### config.mk
export PLATFORM = sky130hd
export DESIGN_NAME = ppb_top
export DESIGN_NICKNAME = d
export VERILOG_FILES = /design/src/pkg/ppb_pkg.sv /design/src/rtl/ppb_top.sv
export SDC_FILE = /design/constraint.sdc
export NUM_CORES = 1
export LEC_CHECK = 0
export ABC_CLOCK_PERIOD_IN_PS = 2400
export BUFFER_PORTS_ARGS = -buffer_cell sky130_fd_sc_hd__buf_2
export CAP_MARGIN = 15
export CORE_MARGIN = 2
export CORE_UTILIZATION = 49
export CTS_CLUSTER_DIAMETER = 40
export CTS_CLUSTER_SIZE = 10
export DETAILED_ROUTE_END_ITERATION = 10
export PLACE_DENSITY_LB_ADDON = 0.2
export SLEW_MARGIN = 20
export SYNTH_ARGS = -nofsm -noshare
export SYNTH_HDL_FRONTEND = slang
export SYNTH_SLANG_ARGS = --single-unit
### constraint.sdc
create_clock -name clk_i -period 2.4 [get_ports clk_i]
set_input_delay 0.12 -clock clk_i [delete_from_list [all_inputs] [get_ports clk_i]]
set_output_delay 0.12 -clock clk_i [all_outputs]
set_load 0.01 [all_outputs]
### src/pkg/ppb_pkg.sv
// Overview of operation
// - Port B direction bit 0 makes pin input, 1 makes output; resets to zero.
// - Port C is general I/O single-chip; multiplexed address/data in expanded mode.
// - Port C direction bit 0 input, 1 output; register resets to zero.
// - After reset in expanded mode port C is the multiplexed address/data bus.
// - Port D reads anytime: inputs give pin level, outputs give driver input.
// - Port D writes go to a latch, driven only where pin is general output.
// - Port D direction bit 0 input, 1 output in general I/O; resets to zero.
// - Expanded and test modes force port D bits 6 and 7 to strobe and direction.
// - Enabled SPI makes port D bit 5 slave select; slave mode ignores its direction.
// - SPI master: bit-5 direction 0 gives error-detect input, 1 gives general output.
// - SPI input pins among bits 2 to 4 are inputs whatever direction holds.
// - SPI output pins among bits 2 to 4 drive only when direction bit set.
// - UART takes its port D pins whenever it claims them; SPI output pins also need their direction bit set.
// - Port A bit-3 direction 0 input, 1 output; output compare overrides it.
// - Capture/compare select 0 enables compare five, 1 capture four; resets to 0.
// - Port C open-drain bit 0 push-pull, 1 open-drain for all pins; reset clears.
// - Only the open-drain bit of the control register works; other bits read zero.
// - Expanded mode drives port B pins with the high address byte.
package ppb_pkg;

   localparam logic [7:0] IDX_PIO_CTRL = 8'h02;
   localparam logic [7:0] IDX_PB_VAL   = 8'h04;
   localparam logic [7:0] IDX_PB_DIR   = 8'h06;
   localparam logic [7:0] IDX_PD_VAL   = 8'h08;
   localparam logic [7:0] IDX_PD_DIR   = 8'h09;
   localparam logic [7:0] IDX_PC_VAL   = 8'h0A;
   localparam logic [7:0] IDX_PC_DIR   = 8'h0B;
   localparam logic [7:0] IDX_PA_CTRL  = 8'h26;
   localparam int         IDX_W      = 8;

   localparam logic [7:0] RESET_BYTE = 8'h00;
   localparam int         OPEN_DRAIN_BIT = 5;
   localparam int         PA_B7_DIR_BIT  = 7;
   localparam int         PA_B3_DIR_BIT  = 3;
   localparam int         CCSEL_BIT      = 2;
   localparam logic [7:0] PIO_CTRL_MASK  = 8'h20;
   localparam int         PD_SS     = 5;
   localparam int         PD_STROBE = 6;
   localparam int         PD_RW  = 7;

   localparam logic [1:0] HTRANS_NONSEQ = 2'h2;
   localparam logic [1:0] HTRANS_SEQ    = 2'h3;
   localparam logic [2:0] HSIZE_WORD    = 3'h2;

   typedef struct packed {
      logic       spi_en;
      logic       spi_master;
      logic [2:0] spi_drives;
      logic [2:0] spi_out;
      logic       uart_rx_en;
      logic       uart_tx_en;
      logic       uart_tx;
   } ppb_periph_t;

   typedef struct packed {
      logic       expanded;
      logic       addr_phase;
      logic       rd_nwr;
      logic       strobe;
      logic [15:0] addr;
      logic [7:0] wdata;
   } ppb_bus_t;

   typedef struct packed {
      logic [7:0] o;
      logic [7:0] oe;
   } ppb_pins_t;

endpackage : ppb_pkg

### src/rtl/ppb_top.sv
module ppb_top (
   input  wire logic                 clk_i,
   input  wire logic                 rst_i,
   input  wire logic                 hsel_i,
   input  wire logic [31:0]          haddr_i,
   input  wire logic [1:0]           htrans_i,
   input  wire logic                 hwrite_i,
   input  wire logic [2:0]           hsize_i,
   input  wire logic [31:0]          hwdata_i,
   input  wire logic                 hready_i,
   output logic      [31:0]          hrdata_o,
   output logic                      hreadyout_o,
   output logic                      hresp_o,
   input  wire ppb_pkg::ppb_bus_t    bus_i,
   input  wire ppb_pkg::ppb_periph_t periph_i,
   input  wire logic                 oc_owns_pin3_i,
   input  wire logic                 oc_pin3_level_i,
   input  wire logic [7:0]           portb_pins_i,
   input  wire logic [7:0]           port_c_value_pins_i,
   input  wire logic [7:0]           port_d_value_pins_i,
   output ppb_pkg::ppb_pins_t        portb_o,
   output ppb_pkg::ppb_pins_t        port_c_value_o,
   output ppb_pkg::ppb_pins_t        port_d_value_o,
   output logic [7:0]                port_c_value_data_o,
   output logic [5:0]                port_d_value_to_periph_o,
   output logic                      porta_pin3_o,
   output logic                      porta_pin3_oe_o,
   output logic                      porta_bit7_dir_o,
   output logic                      capture_compare_select_o
);

   ////////////////////////////////////////////////////////////////////////////
   // Register state.
   logic [7:0] pio_ctrl_q;
   logic [7:0] portb_dir_bits_q;
   logic [7:0] portb_val_q;
   logic [7:0] port_c_value_dir_bits_q;
   logic [7:0] port_c_value_val_q;
   logic [7:0] port_d_value_dir_bits_q;
   logic [7:0] port_d_value_val_q;
   logic [7:0] pa_ctrl_q;
   logic       wr_pend_q;
   logic [7:0] wr_idx_q;

   // Bus decode.
   logic [7:0] wr_byte;
   logic [7:0] rd_idx;
   logic       hit_pio_ctrl;
   logic       hit_pb_dir;
   logic       hit_pb_val;
   logic       hit_pc_dir;
   logic       hit_pc_val;
   logic       hit_pd_dir;
   logic       hit_pd_val;
   logic       hit_pa_ctrl;

   logic       acc_ok;
   logic       wr_now;
   logic [7:0] rd_byte;
   logic [7:0] port_d_value_oe_d;
   logic [7:0] port_d_value_o_d;
   logic [7:0] port_c_value_oe_d;
   logic [7:0] port_c_value_o_d;
   logic [7:0] port_d_value_sense;

   function automatic logic [7:0] pin_view(input logic [7:0] oe, input logic [7:0] drv,
                                            input logic [7:0] pin);
      pin_view = (oe & drv) | (~oe & pin);
   endfunction : pin_view

   // True in the data phase of an accepted write to register index idx.
   function automatic logic reg_hit(input logic pend, input logic [7:0] at,
                                    input logic [7:0] idx);
      reg_hit = pend && (at == idx);
   endfunction : reg_hit

   // Register value as a read sees it while a write to that register is in flight.
   function automatic logic [7:0] fresh(input logic hit, input logic [7:0] q,
                                        input logic [7:0] wd);
      fresh = hit ? wd : q;
   endfunction : fresh

   ////////////////////////////////////////////////////////////////////////////
   // AHB-Lite slave: zero wait states, always OKAY, unmapped reads give zero.
   assign acc_ok = hsel_i && hready_i && htrans_i[1];
   assign wr_now  = wr_pend_q;
   assign wr_byte = hwdata_i[7:0];
   assign rd_idx  = haddr_i[9:2];

   // Write strobes of the data phase, one per register.
   assign hit_pio_ctrl = reg_hit(wr_now, wr_idx_q, ppb_pkg::IDX_PIO_CTRL);
   assign hit_pb_dir   = reg_hit(wr_now, wr_idx_q, ppb_pkg::IDX_PB_DIR);
   assign hit_pb_val   = reg_hit(wr_now, wr_idx_q, ppb_pkg::IDX_PB_VAL);
   assign hit_pc_dir   = reg_hit(wr_now, wr_idx_q, ppb_pkg::IDX_PC_DIR);
   assign hit_pc_val   = reg_hit(wr_now, wr_idx_q, ppb_pkg::IDX_PC_VAL);
   assign hit_pd_dir   = reg_hit(wr_now, wr_idx_q, ppb_pkg::IDX_PD_DIR);
   assign hit_pd_val   = reg_hit(wr_now, wr_idx_q, ppb_pkg::IDX_PD_VAL);
   assign hit_pa_ctrl  = reg_hit(wr_now, wr_idx_q, ppb_pkg::IDX_PA_CTRL);

   always_ff @(posedge clk_i) begin
      if (rst_i) begin
         wr_pend_q <= 1'b0;
         wr_idx_q  <= ppb_pkg::RESET_BYTE;
      end else if (hready_i) begin
         wr_pend_q <= acc_ok && hwrite_i;
         wr_idx_q  <= haddr_i[9:2];
      end
   end

   always_ff @(posedge clk_i) begin
      if (rst_i) begin
         hreadyout_o <= 1'b0;
         hresp_o     <= 1'b0;
      end else begin
         hreadyout_o <= 1'b1;
         hresp_o     <= 1'b0;
      end
   end

   // A read right behind a write to the same register must see that write, yet the
   // register only takes it at the end of the read's address phase, so it is passed on.
   // Port value reads show the pins and therefore lag a write by the pin register.
   always_comb begin
      unique case (rd_idx)
         ppb_pkg::IDX_PIO_CTRL: begin
            rd_byte = fresh(hit_pio_ctrl, pio_ctrl_q,
                            wr_byte & ppb_pkg::PIO_CTRL_MASK);
         end
         ppb_pkg::IDX_PB_VAL: begin
            rd_byte = pin_view(portb_o.oe, portb_o.o, portb_pins_i);
         end
         ppb_pkg::IDX_PB_DIR: begin
            rd_byte = fresh(hit_pb_dir, portb_dir_bits_q, wr_byte);
         end
         ppb_pkg::IDX_PD_VAL: begin
            rd_byte = port_d_value_sense;
         end
         ppb_pkg::IDX_PD_DIR: begin
            rd_byte = fresh(hit_pd_dir, port_d_value_dir_bits_q, wr_byte);
         end
         ppb_pkg::IDX_PC_VAL: begin
            rd_byte = pin_view(port_c_value_o.oe, port_c_value_o.o, port_c_value_pins_i);
         end
         ppb_pkg::IDX_PC_DIR: begin
            rd_byte = fresh(hit_pc_dir, port_c_value_dir_bits_q, wr_byte);
         end
         ppb_pkg::IDX_PA_CTRL: begin
            rd_byte = fresh(hit_pa_ctrl, pa_ctrl_q, wr_byte);
         end
         default: begin
            rd_byte = ppb_pkg::RESET_BYTE;
         end
      endcase
   end

   // Read data is registered in the address phase so it stands in the data phase.
   always_ff @(posedge clk_i) begin
      if (rst_i) begin
         hrdata_o <= 32'h0000_0000;
      end else if (acc_ok && !hwrite_i) begin
         hrdata_o <= {24'h00_0000, rd_byte};
      end
   end

   ////////////////////////////////////////////////////////////////////////////
   // Register writes, taken in the data phase.
   always_ff @(posedge clk_i) begin
      if (rst_i) begin
         pio_ctrl_q <= ppb_pkg::RESET_BYTE;
      end else if (hit_pio_ctrl) begin
         pio_ctrl_q <= wr_byte & ppb_pkg::PIO_CTRL_MASK;
      end
   end

   always_ff @(posedge clk_i) begin
      if (rst_i) begin
         portb_dir_bits_q <= ppb_pkg::RESET_BYTE;
         portb_val_q      <= ppb_pkg::RESET_BYTE;
      end else if (wr_now) begin
         if (hit_pb_dir) begin
            portb_dir_bits_q <= hwdata_i[7:0];
         end
         if (hit_pb_val) begin
            portb_val_q <= hwdata_i[7:0];
         end
      end
   end

   always_ff @(posedge clk_i) begin
      if (rst_i) begin
         port_c_value_dir_bits_q <= ppb_pkg::RESET_BYTE;
         port_c_value_val_q      <= ppb_pkg::RESET_BYTE;
      end else if (wr_now) begin
         if (hit_pc_dir) begin
            port_c_value_dir_bits_q <= hwdata_i[7:0];
         end
         if (hit_pc_val) begin
            port_c_value_val_q <= hwdata_i[7:0];
         end
      end
   end

   always_ff @(posedge clk_i) begin
      if (rst_i) begin
         port_d_value_dir_bits_q <= ppb_pkg::RESET_BYTE;
         port_d_value_val_q      <= ppb_pkg::RESET_BYTE;
      end else if (wr_now) begin
         if (hit_pd_dir) begin
            port_d_value_dir_bits_q <= hwdata_i[7:0];
         end
         if (hit_pd_val) begin
            port_d_value_val_q <= hwdata_i[7:0];
         end
      end
   end

   always_ff @(posedge clk_i) begin
      if (rst_i) begin
         pa_ctrl_q <= ppb_pkg::RESET_BYTE;
      end else if (hit_pa_ctrl) begin
         pa_ctrl_q <= wr_byte;
      end
   end

   ////////////////////////////////////////////////////////////////////////////
   // Port D pin ownership.
   always_comb begin
      port_d_value_oe_d = port_d_value_dir_bits_q;
      port_d_value_o_d  = port_d_value_val_q;
      if (periph_i.uart_rx_en) begin
         port_d_value_oe_d[0] = 1'b0;
      end
      if (periph_i.uart_tx_en) begin
         port_d_value_oe_d[1] = 1'b1;
         port_d_value_o_d[1]  = periph_i.uart_tx;
      end
      if (periph_i.spi_en) begin
         for (int i = 0; i < 3; i++) begin
            if (periph_i.spi_drives[i]) begin
               port_d_value_oe_d[2+i] = port_d_value_dir_bits_q[2+i];
               port_d_value_o_d[2+i]  = periph_i.spi_out[i];
            end else begin
               port_d_value_oe_d[2+i] = 1'b0;
            end
         end
         if (!periph_i.spi_master) begin
            port_d_value_oe_d[ppb_pkg::PD_SS] = 1'b0;
         end else begin
            // A clear direction bit leaves the pin as the error-detect input.
            port_d_value_oe_d[ppb_pkg::PD_SS] = port_d_value_dir_bits_q[ppb_pkg::PD_SS];
         end
      end
      if (bus_i.expanded) begin
         port_d_value_oe_d[ppb_pkg::PD_STROBE] = 1'b1;
         port_d_value_o_d[ppb_pkg::PD_STROBE]  = bus_i.strobe;
         port_d_value_oe_d[ppb_pkg::PD_RW] = 1'b1;
         port_d_value_o_d[ppb_pkg::PD_RW]  = bus_i.rd_nwr;
      end
   end

   // Output pins report the driver input, i.e. what this block drives.
   assign port_d_value_sense = pin_view(port_d_value_o.oe, port_d_value_o.o, port_d_value_pins_i);

   ////////////////////////////////////////////////////////////////////////////
   // Port C: general I/O or multiplexed low address/data.
   always_comb begin
      if (bus_i.expanded) begin
         port_c_value_o_d  = bus_i.addr_phase ? bus_i.addr[7:0] : bus_i.wdata;
         port_c_value_oe_d = {8{bus_i.addr_phase || !bus_i.rd_nwr}};
      end else begin
         port_c_value_o_d  = port_c_value_val_q;
         port_c_value_oe_d = port_c_value_dir_bits_q;
      end
      if (pio_ctrl_q[ppb_pkg::OPEN_DRAIN_BIT]) begin
         port_c_value_oe_d = port_c_value_oe_d & ~port_c_value_o_d;
         port_c_value_o_d  = ppb_pkg::RESET_BYTE;
      end
   end

   ////////////////////////////////////////////////////////////////////////////
   // Registered pin outputs.
   always_ff @(posedge clk_i) begin
      if (rst_i) begin
         portb_o <= '0;
      end else if (bus_i.expanded) begin
         portb_o.o  <= bus_i.addr[15:8];
         portb_o.oe <= 8'hFF;
      end else begin
         portb_o.o  <= portb_val_q;
         portb_o.oe <= portb_dir_bits_q;
      end
   end

   always_ff @(posedge clk_i) begin
      if (rst_i) begin
         port_c_value_o <= '0;
      end else begin
         port_c_value_o.o  <= port_c_value_o_d;
         port_c_value_o.oe <= port_c_value_oe_d;
      end
   end

   always_ff @(posedge clk_i) begin
      if (rst_i) begin
         port_d_value_o <= '0;
      end else begin
         port_d_value_o.o  <= port_d_value_o_d;
         port_d_value_o.oe <= port_d_value_oe_d;
      end
   end

   // Bus read data is taken from the pins whatever the mode; the core qualifies it.
   always_ff @(posedge clk_i) begin
      if (rst_i) begin
         port_c_value_data_o <= ppb_pkg::RESET_BYTE;
      end else begin
         port_c_value_data_o <= port_c_value_pins_i;
      end
   end

   // Peripheral inputs: RxD, MISO, MOSI, SCK, slave select/error detect.
   always_ff @(posedge clk_i) begin
      if (rst_i) begin
         port_d_value_to_periph_o <= 6'h00;
      end else begin
         port_d_value_to_periph_o <= {port_d_value_pins_i[5:2], port_d_value_pins_i[0], 1'b0};
      end
   end

   // Port A pin 3: output compare wins over the direction bit.
   always_ff @(posedge clk_i) begin
      if (rst_i) begin
         porta_pin3_o    <= 1'b0;
         porta_pin3_oe_o <= 1'b0;
      end else begin
         porta_pin3_oe_o <= oc_owns_pin3_i || pa_ctrl_q[ppb_pkg::PA_B3_DIR_BIT];
         porta_pin3_o    <= oc_owns_pin3_i ? oc_pin3_level_i : 1'b0;
      end
   end

   always_ff @(posedge clk_i) begin
      if (rst_i) begin
         porta_bit7_dir_o         <= 1'b0;
         capture_compare_select_o <= 1'b0;
      end else begin
         porta_bit7_dir_o         <= pa_ctrl_q[ppb_pkg::PA_B7_DIR_BIT];
         capture_compare_select_o <= pa_ctrl_q[ppb_pkg::CCSEL_BIT];
      end
   end

endmodule : ppb_top
==> impl_metrics.toml <==
[final_layout]
layout.cells.non_filler = 992
post-route-util = 0.6571
diodes = 0
nets = 951
fillers = 991
area_delta_synth_final_pct = 30.71
drive_gt1_frac = 0.2561

[synthesis]
ys_seq_area_frac = 0.4853
synth-edff-count = 0
ys_types = 50
yosys-top-cells-count = "147 x dfxtp_1, 103 x nor2_1, 100 x mux2i_1, 28 x nor2b_1, 26 x buf_4"
synth-warning-count = 0
yosysMostFrequentCell = "dfxtp_1"
synth_area_leader_cell = "dfxtp_1"
synth_ff_type = "dfxtp_1"
yosysTopAreaCellShare = 0.4853
ys_ff_latch = 147
synthArstFlopShare = 0
synth_area_leaders = "dfxtp_1 49%, mux2i_1 17%, nor2_1 6.4%"
avgSynthCellArea_sq_um = 9.875
netlist_area_sq_um = 6063
synth_cells = 614

[pwr]
cellInternalPower_uw = 4373
powerDensity_nw_per_um2 = 716.1
power.share.clock = 0.464
power.leakage_uw = 0.003880
p_sw_frac = 0.2295
switchingPower_uw = 1302
pwr-share-comb = 0.090
power.share.sequential = 0.446
max-vdd-ir-drop_mv = 0.3896

[place]
dp_cells = 918
globalplace.congestion = 0.8509
dp_hpwl_mm = 11.52
numPortBuffers = 160

[critical_path]
reg2reg_depth = 5
r2r-end = "hrdata_o[6]"
cp-end-kind = "flip-flop"
worstPathRequired_ns = 2.71
reg2reg_slack_ns = 0.32
crit_fanout = 8
crit_type = "flip-flop to flip-flop"
timing.rr.start = "wr_idx_q[4]"
cp-start-kind = "flip-flop"
crit_start = "wr_idx_q[4]"
crit_arrival_ns = 2.39

[routing]
via_per_inst = 5.178
drt-total-wl_mm = 16.55
routedWlPerCell_um = 16.69
drt_pre_antenna_iters = 6
vias = 5137
route.detailed.drc = 0
initialDrtViolationCount = 254
route.antenna.remaining_nets = 0

[cts]
cts_tree = "done"
cts_hold_buf = 43
cts.sinks = 147
clk_latency_ns = 0.42
cts_buffers = 17
postCtsResizedCells = 0
clkTransAtPathRegs_ns = 0.06
h-tree-depth = 4
cts_root_buf = "clkbuf_16"
post_cts_buffers = 0
clockBufferDepth = 2

[sta]
slew_headroom = 0.5829
fin_setup_tns_ns = 0
slew_viol_final = 0
hold_viol = 0
hold_slack_ns = 0.04352
tightestPinTransition_ns = 0.6256
period_minus_slack_ns = 2.079
period_share = 0.8662
rsz0062_at_grt = "false"
skew_ns = 0.007672
timing.fmax_mhz = 481.0
finalSetupViolations = 0

[worst_hold_path]
hold_depth = 3
min_path_type = "input pin to flip-flop"
holdPathEnd = "wr_idx_q[3]"
min_from = "haddr_i[5]"

[grt]
use_met1 = 0.3241
grt.total_usage = 0.2530
gr-max-usage-layer = "met2"
grt_pass1_vias = 4923
grt_start_max_net_pins = 59
grt_pass1_wl_mm = 25.37
grtUsageMet2 = 0.4133
met3_usage = 0.05904
antenna_found_initial = 0
overflow = 0

[run_status]
outcome = "finished, final reports clean"

[flow_run]
max_cap_viol_count = 0

[floorplan]
ios = 239
core-area_sq_um = 12060
fp.dieW_um = 115.2
rows = 40
start_util = 0.5027
die-area_sq_um = 13280
die_h_um = 115.2
-- power groups by stage --
stage / Clock (uW) / Combinational (uW) / Sequential [uW]
5_1_grt: 2760 / 553 / 2540
6_report: 2630 / 510 / 2530
4_1_cts: 2660 / 503 / 2530
3_3_place_gp: 0 / 444 / 2580
2_1_floorplan: 0 / 255 / 2610
3_5_place_dp: 0 / 452 / 2580
-- flip-flops by register name, indices dropped and copies added (netlist names), 8 cells and up --
| name | flops |
|---|---|
| port_c_value_dir_bits_q | 8 |
| port_c_value_data_o | 8 |
| portb_o | 16 |
| port_d_value_val_q | 8 |
| portb_dir_bits_q | 8 |
| port_c_value_val_q | 8 |
| port_c_value_o | 16 |
| pa_ctrl_q | 8 |
| hrdata_o | 8 |
| wr_idx_q | 8 |
| pio_ctrl_q | 8 |
| port_d_value_o | 16 |
| portb_val_q | 8 |
| port_d_value_dir_bits_q | 8 |
-- worst max-delay path: stages (launching register included) --
cell and delay, ns:
dfxtp_1 0.35, nor3_4 0.37, nand3_2 0.38, mux2i_1 0.39, o22ai_1 0.12, o311a_1 0.34
-- layout make-up --
| type | instances | area [sq um] | share of cell area |
|---|---|---|---|
| clock buffers | 21 | 450.4 | 0.05684 |
| clock inverters | 10 | 133.9 | 0.01689 |
| inverters | 2 | 7.507 | 0.0009473 |
| multi-input cells | 431 | 2872 | 0.3623 |
| flip-flops and latches | 147 | 2943 | 0.3713 |
| well taps | 168 | 210.2 | 0.02652 |
| repair buffers | 213 | 1309 | 0.1651 |
-- kinds of logic after synthesis --
family,synth area share
compound gates,0.1067
simple gates,0.1839
buf+inv,0.05654
flops,0.4853
other cells,0.0006185
mux,0.1669
-- routing by layer --
metal	share of wire	up-vias	wire length, um
met5	0	-	0
met4	0.017	0	285
met3	0.070	28	1156
met2	0.47	220	7807
met1	0.44	2374	7305
li1	-	2515	-
-- how the worst max path moves through the flow --
stage	endpoint	slack, ns	cells past startpoint
after floorplan	hrdata_o[6]	0.71	5
final	hrdata_o[6]	0.32	5
after global placement	hrdata_o[7]	0.37	5
after global routing	hrdata_o[7]	0.23	5
after detailed placement	hrdata_o[7]	0.35	5
after CTS	hrdata_o[7]	0.32	5
-- cell usage in the layout (no fill, tap or decap), types with 2 or more instances in the layout --
cell type / count
inv_1: 2
a21oi_1: 21
clkinvlp_4: 2
nor3_4: 2
nand3_1: 15
mux2i_1: 100
nand2_1: 17
dfxtp_1: 147
dlygate4sd3_1: 43
nand3_2: 2
o22a_1: 9
o22ai_1: 21
a22o_1: 7
nor2b_1: 28
buf_4: 11
nand2b_1: 14
nor2_1: 103
nand4_1: 3
nand4b_1: 2
clkbuf_16: 17
a221o_1: 7
a221oi_1: 8
buf_2: 159
conb_1: 26
o311a_1: 7
and2_1: 9
clkbuf_1: 3
clkinv_2: 4
bufinv_16: 3
nor3b_1: 4
and3_1: 5
-- stage by stage --
step | total power [uW] | setup WS, ns | cell area, sq um
finish | 5675 | 0.3211 | 7925
global route | 5850 | 0.2284 | 7925
CTS | 5692 | 0.3227 | 7925
detailed placement | 3036 | 0.3454 | 6910
global placement | 3026 | 0.3696 | 6910
floorplan | 2861 | 0.7112 | 6157
No activity file was read; power rests on OpenSTA's default activity.
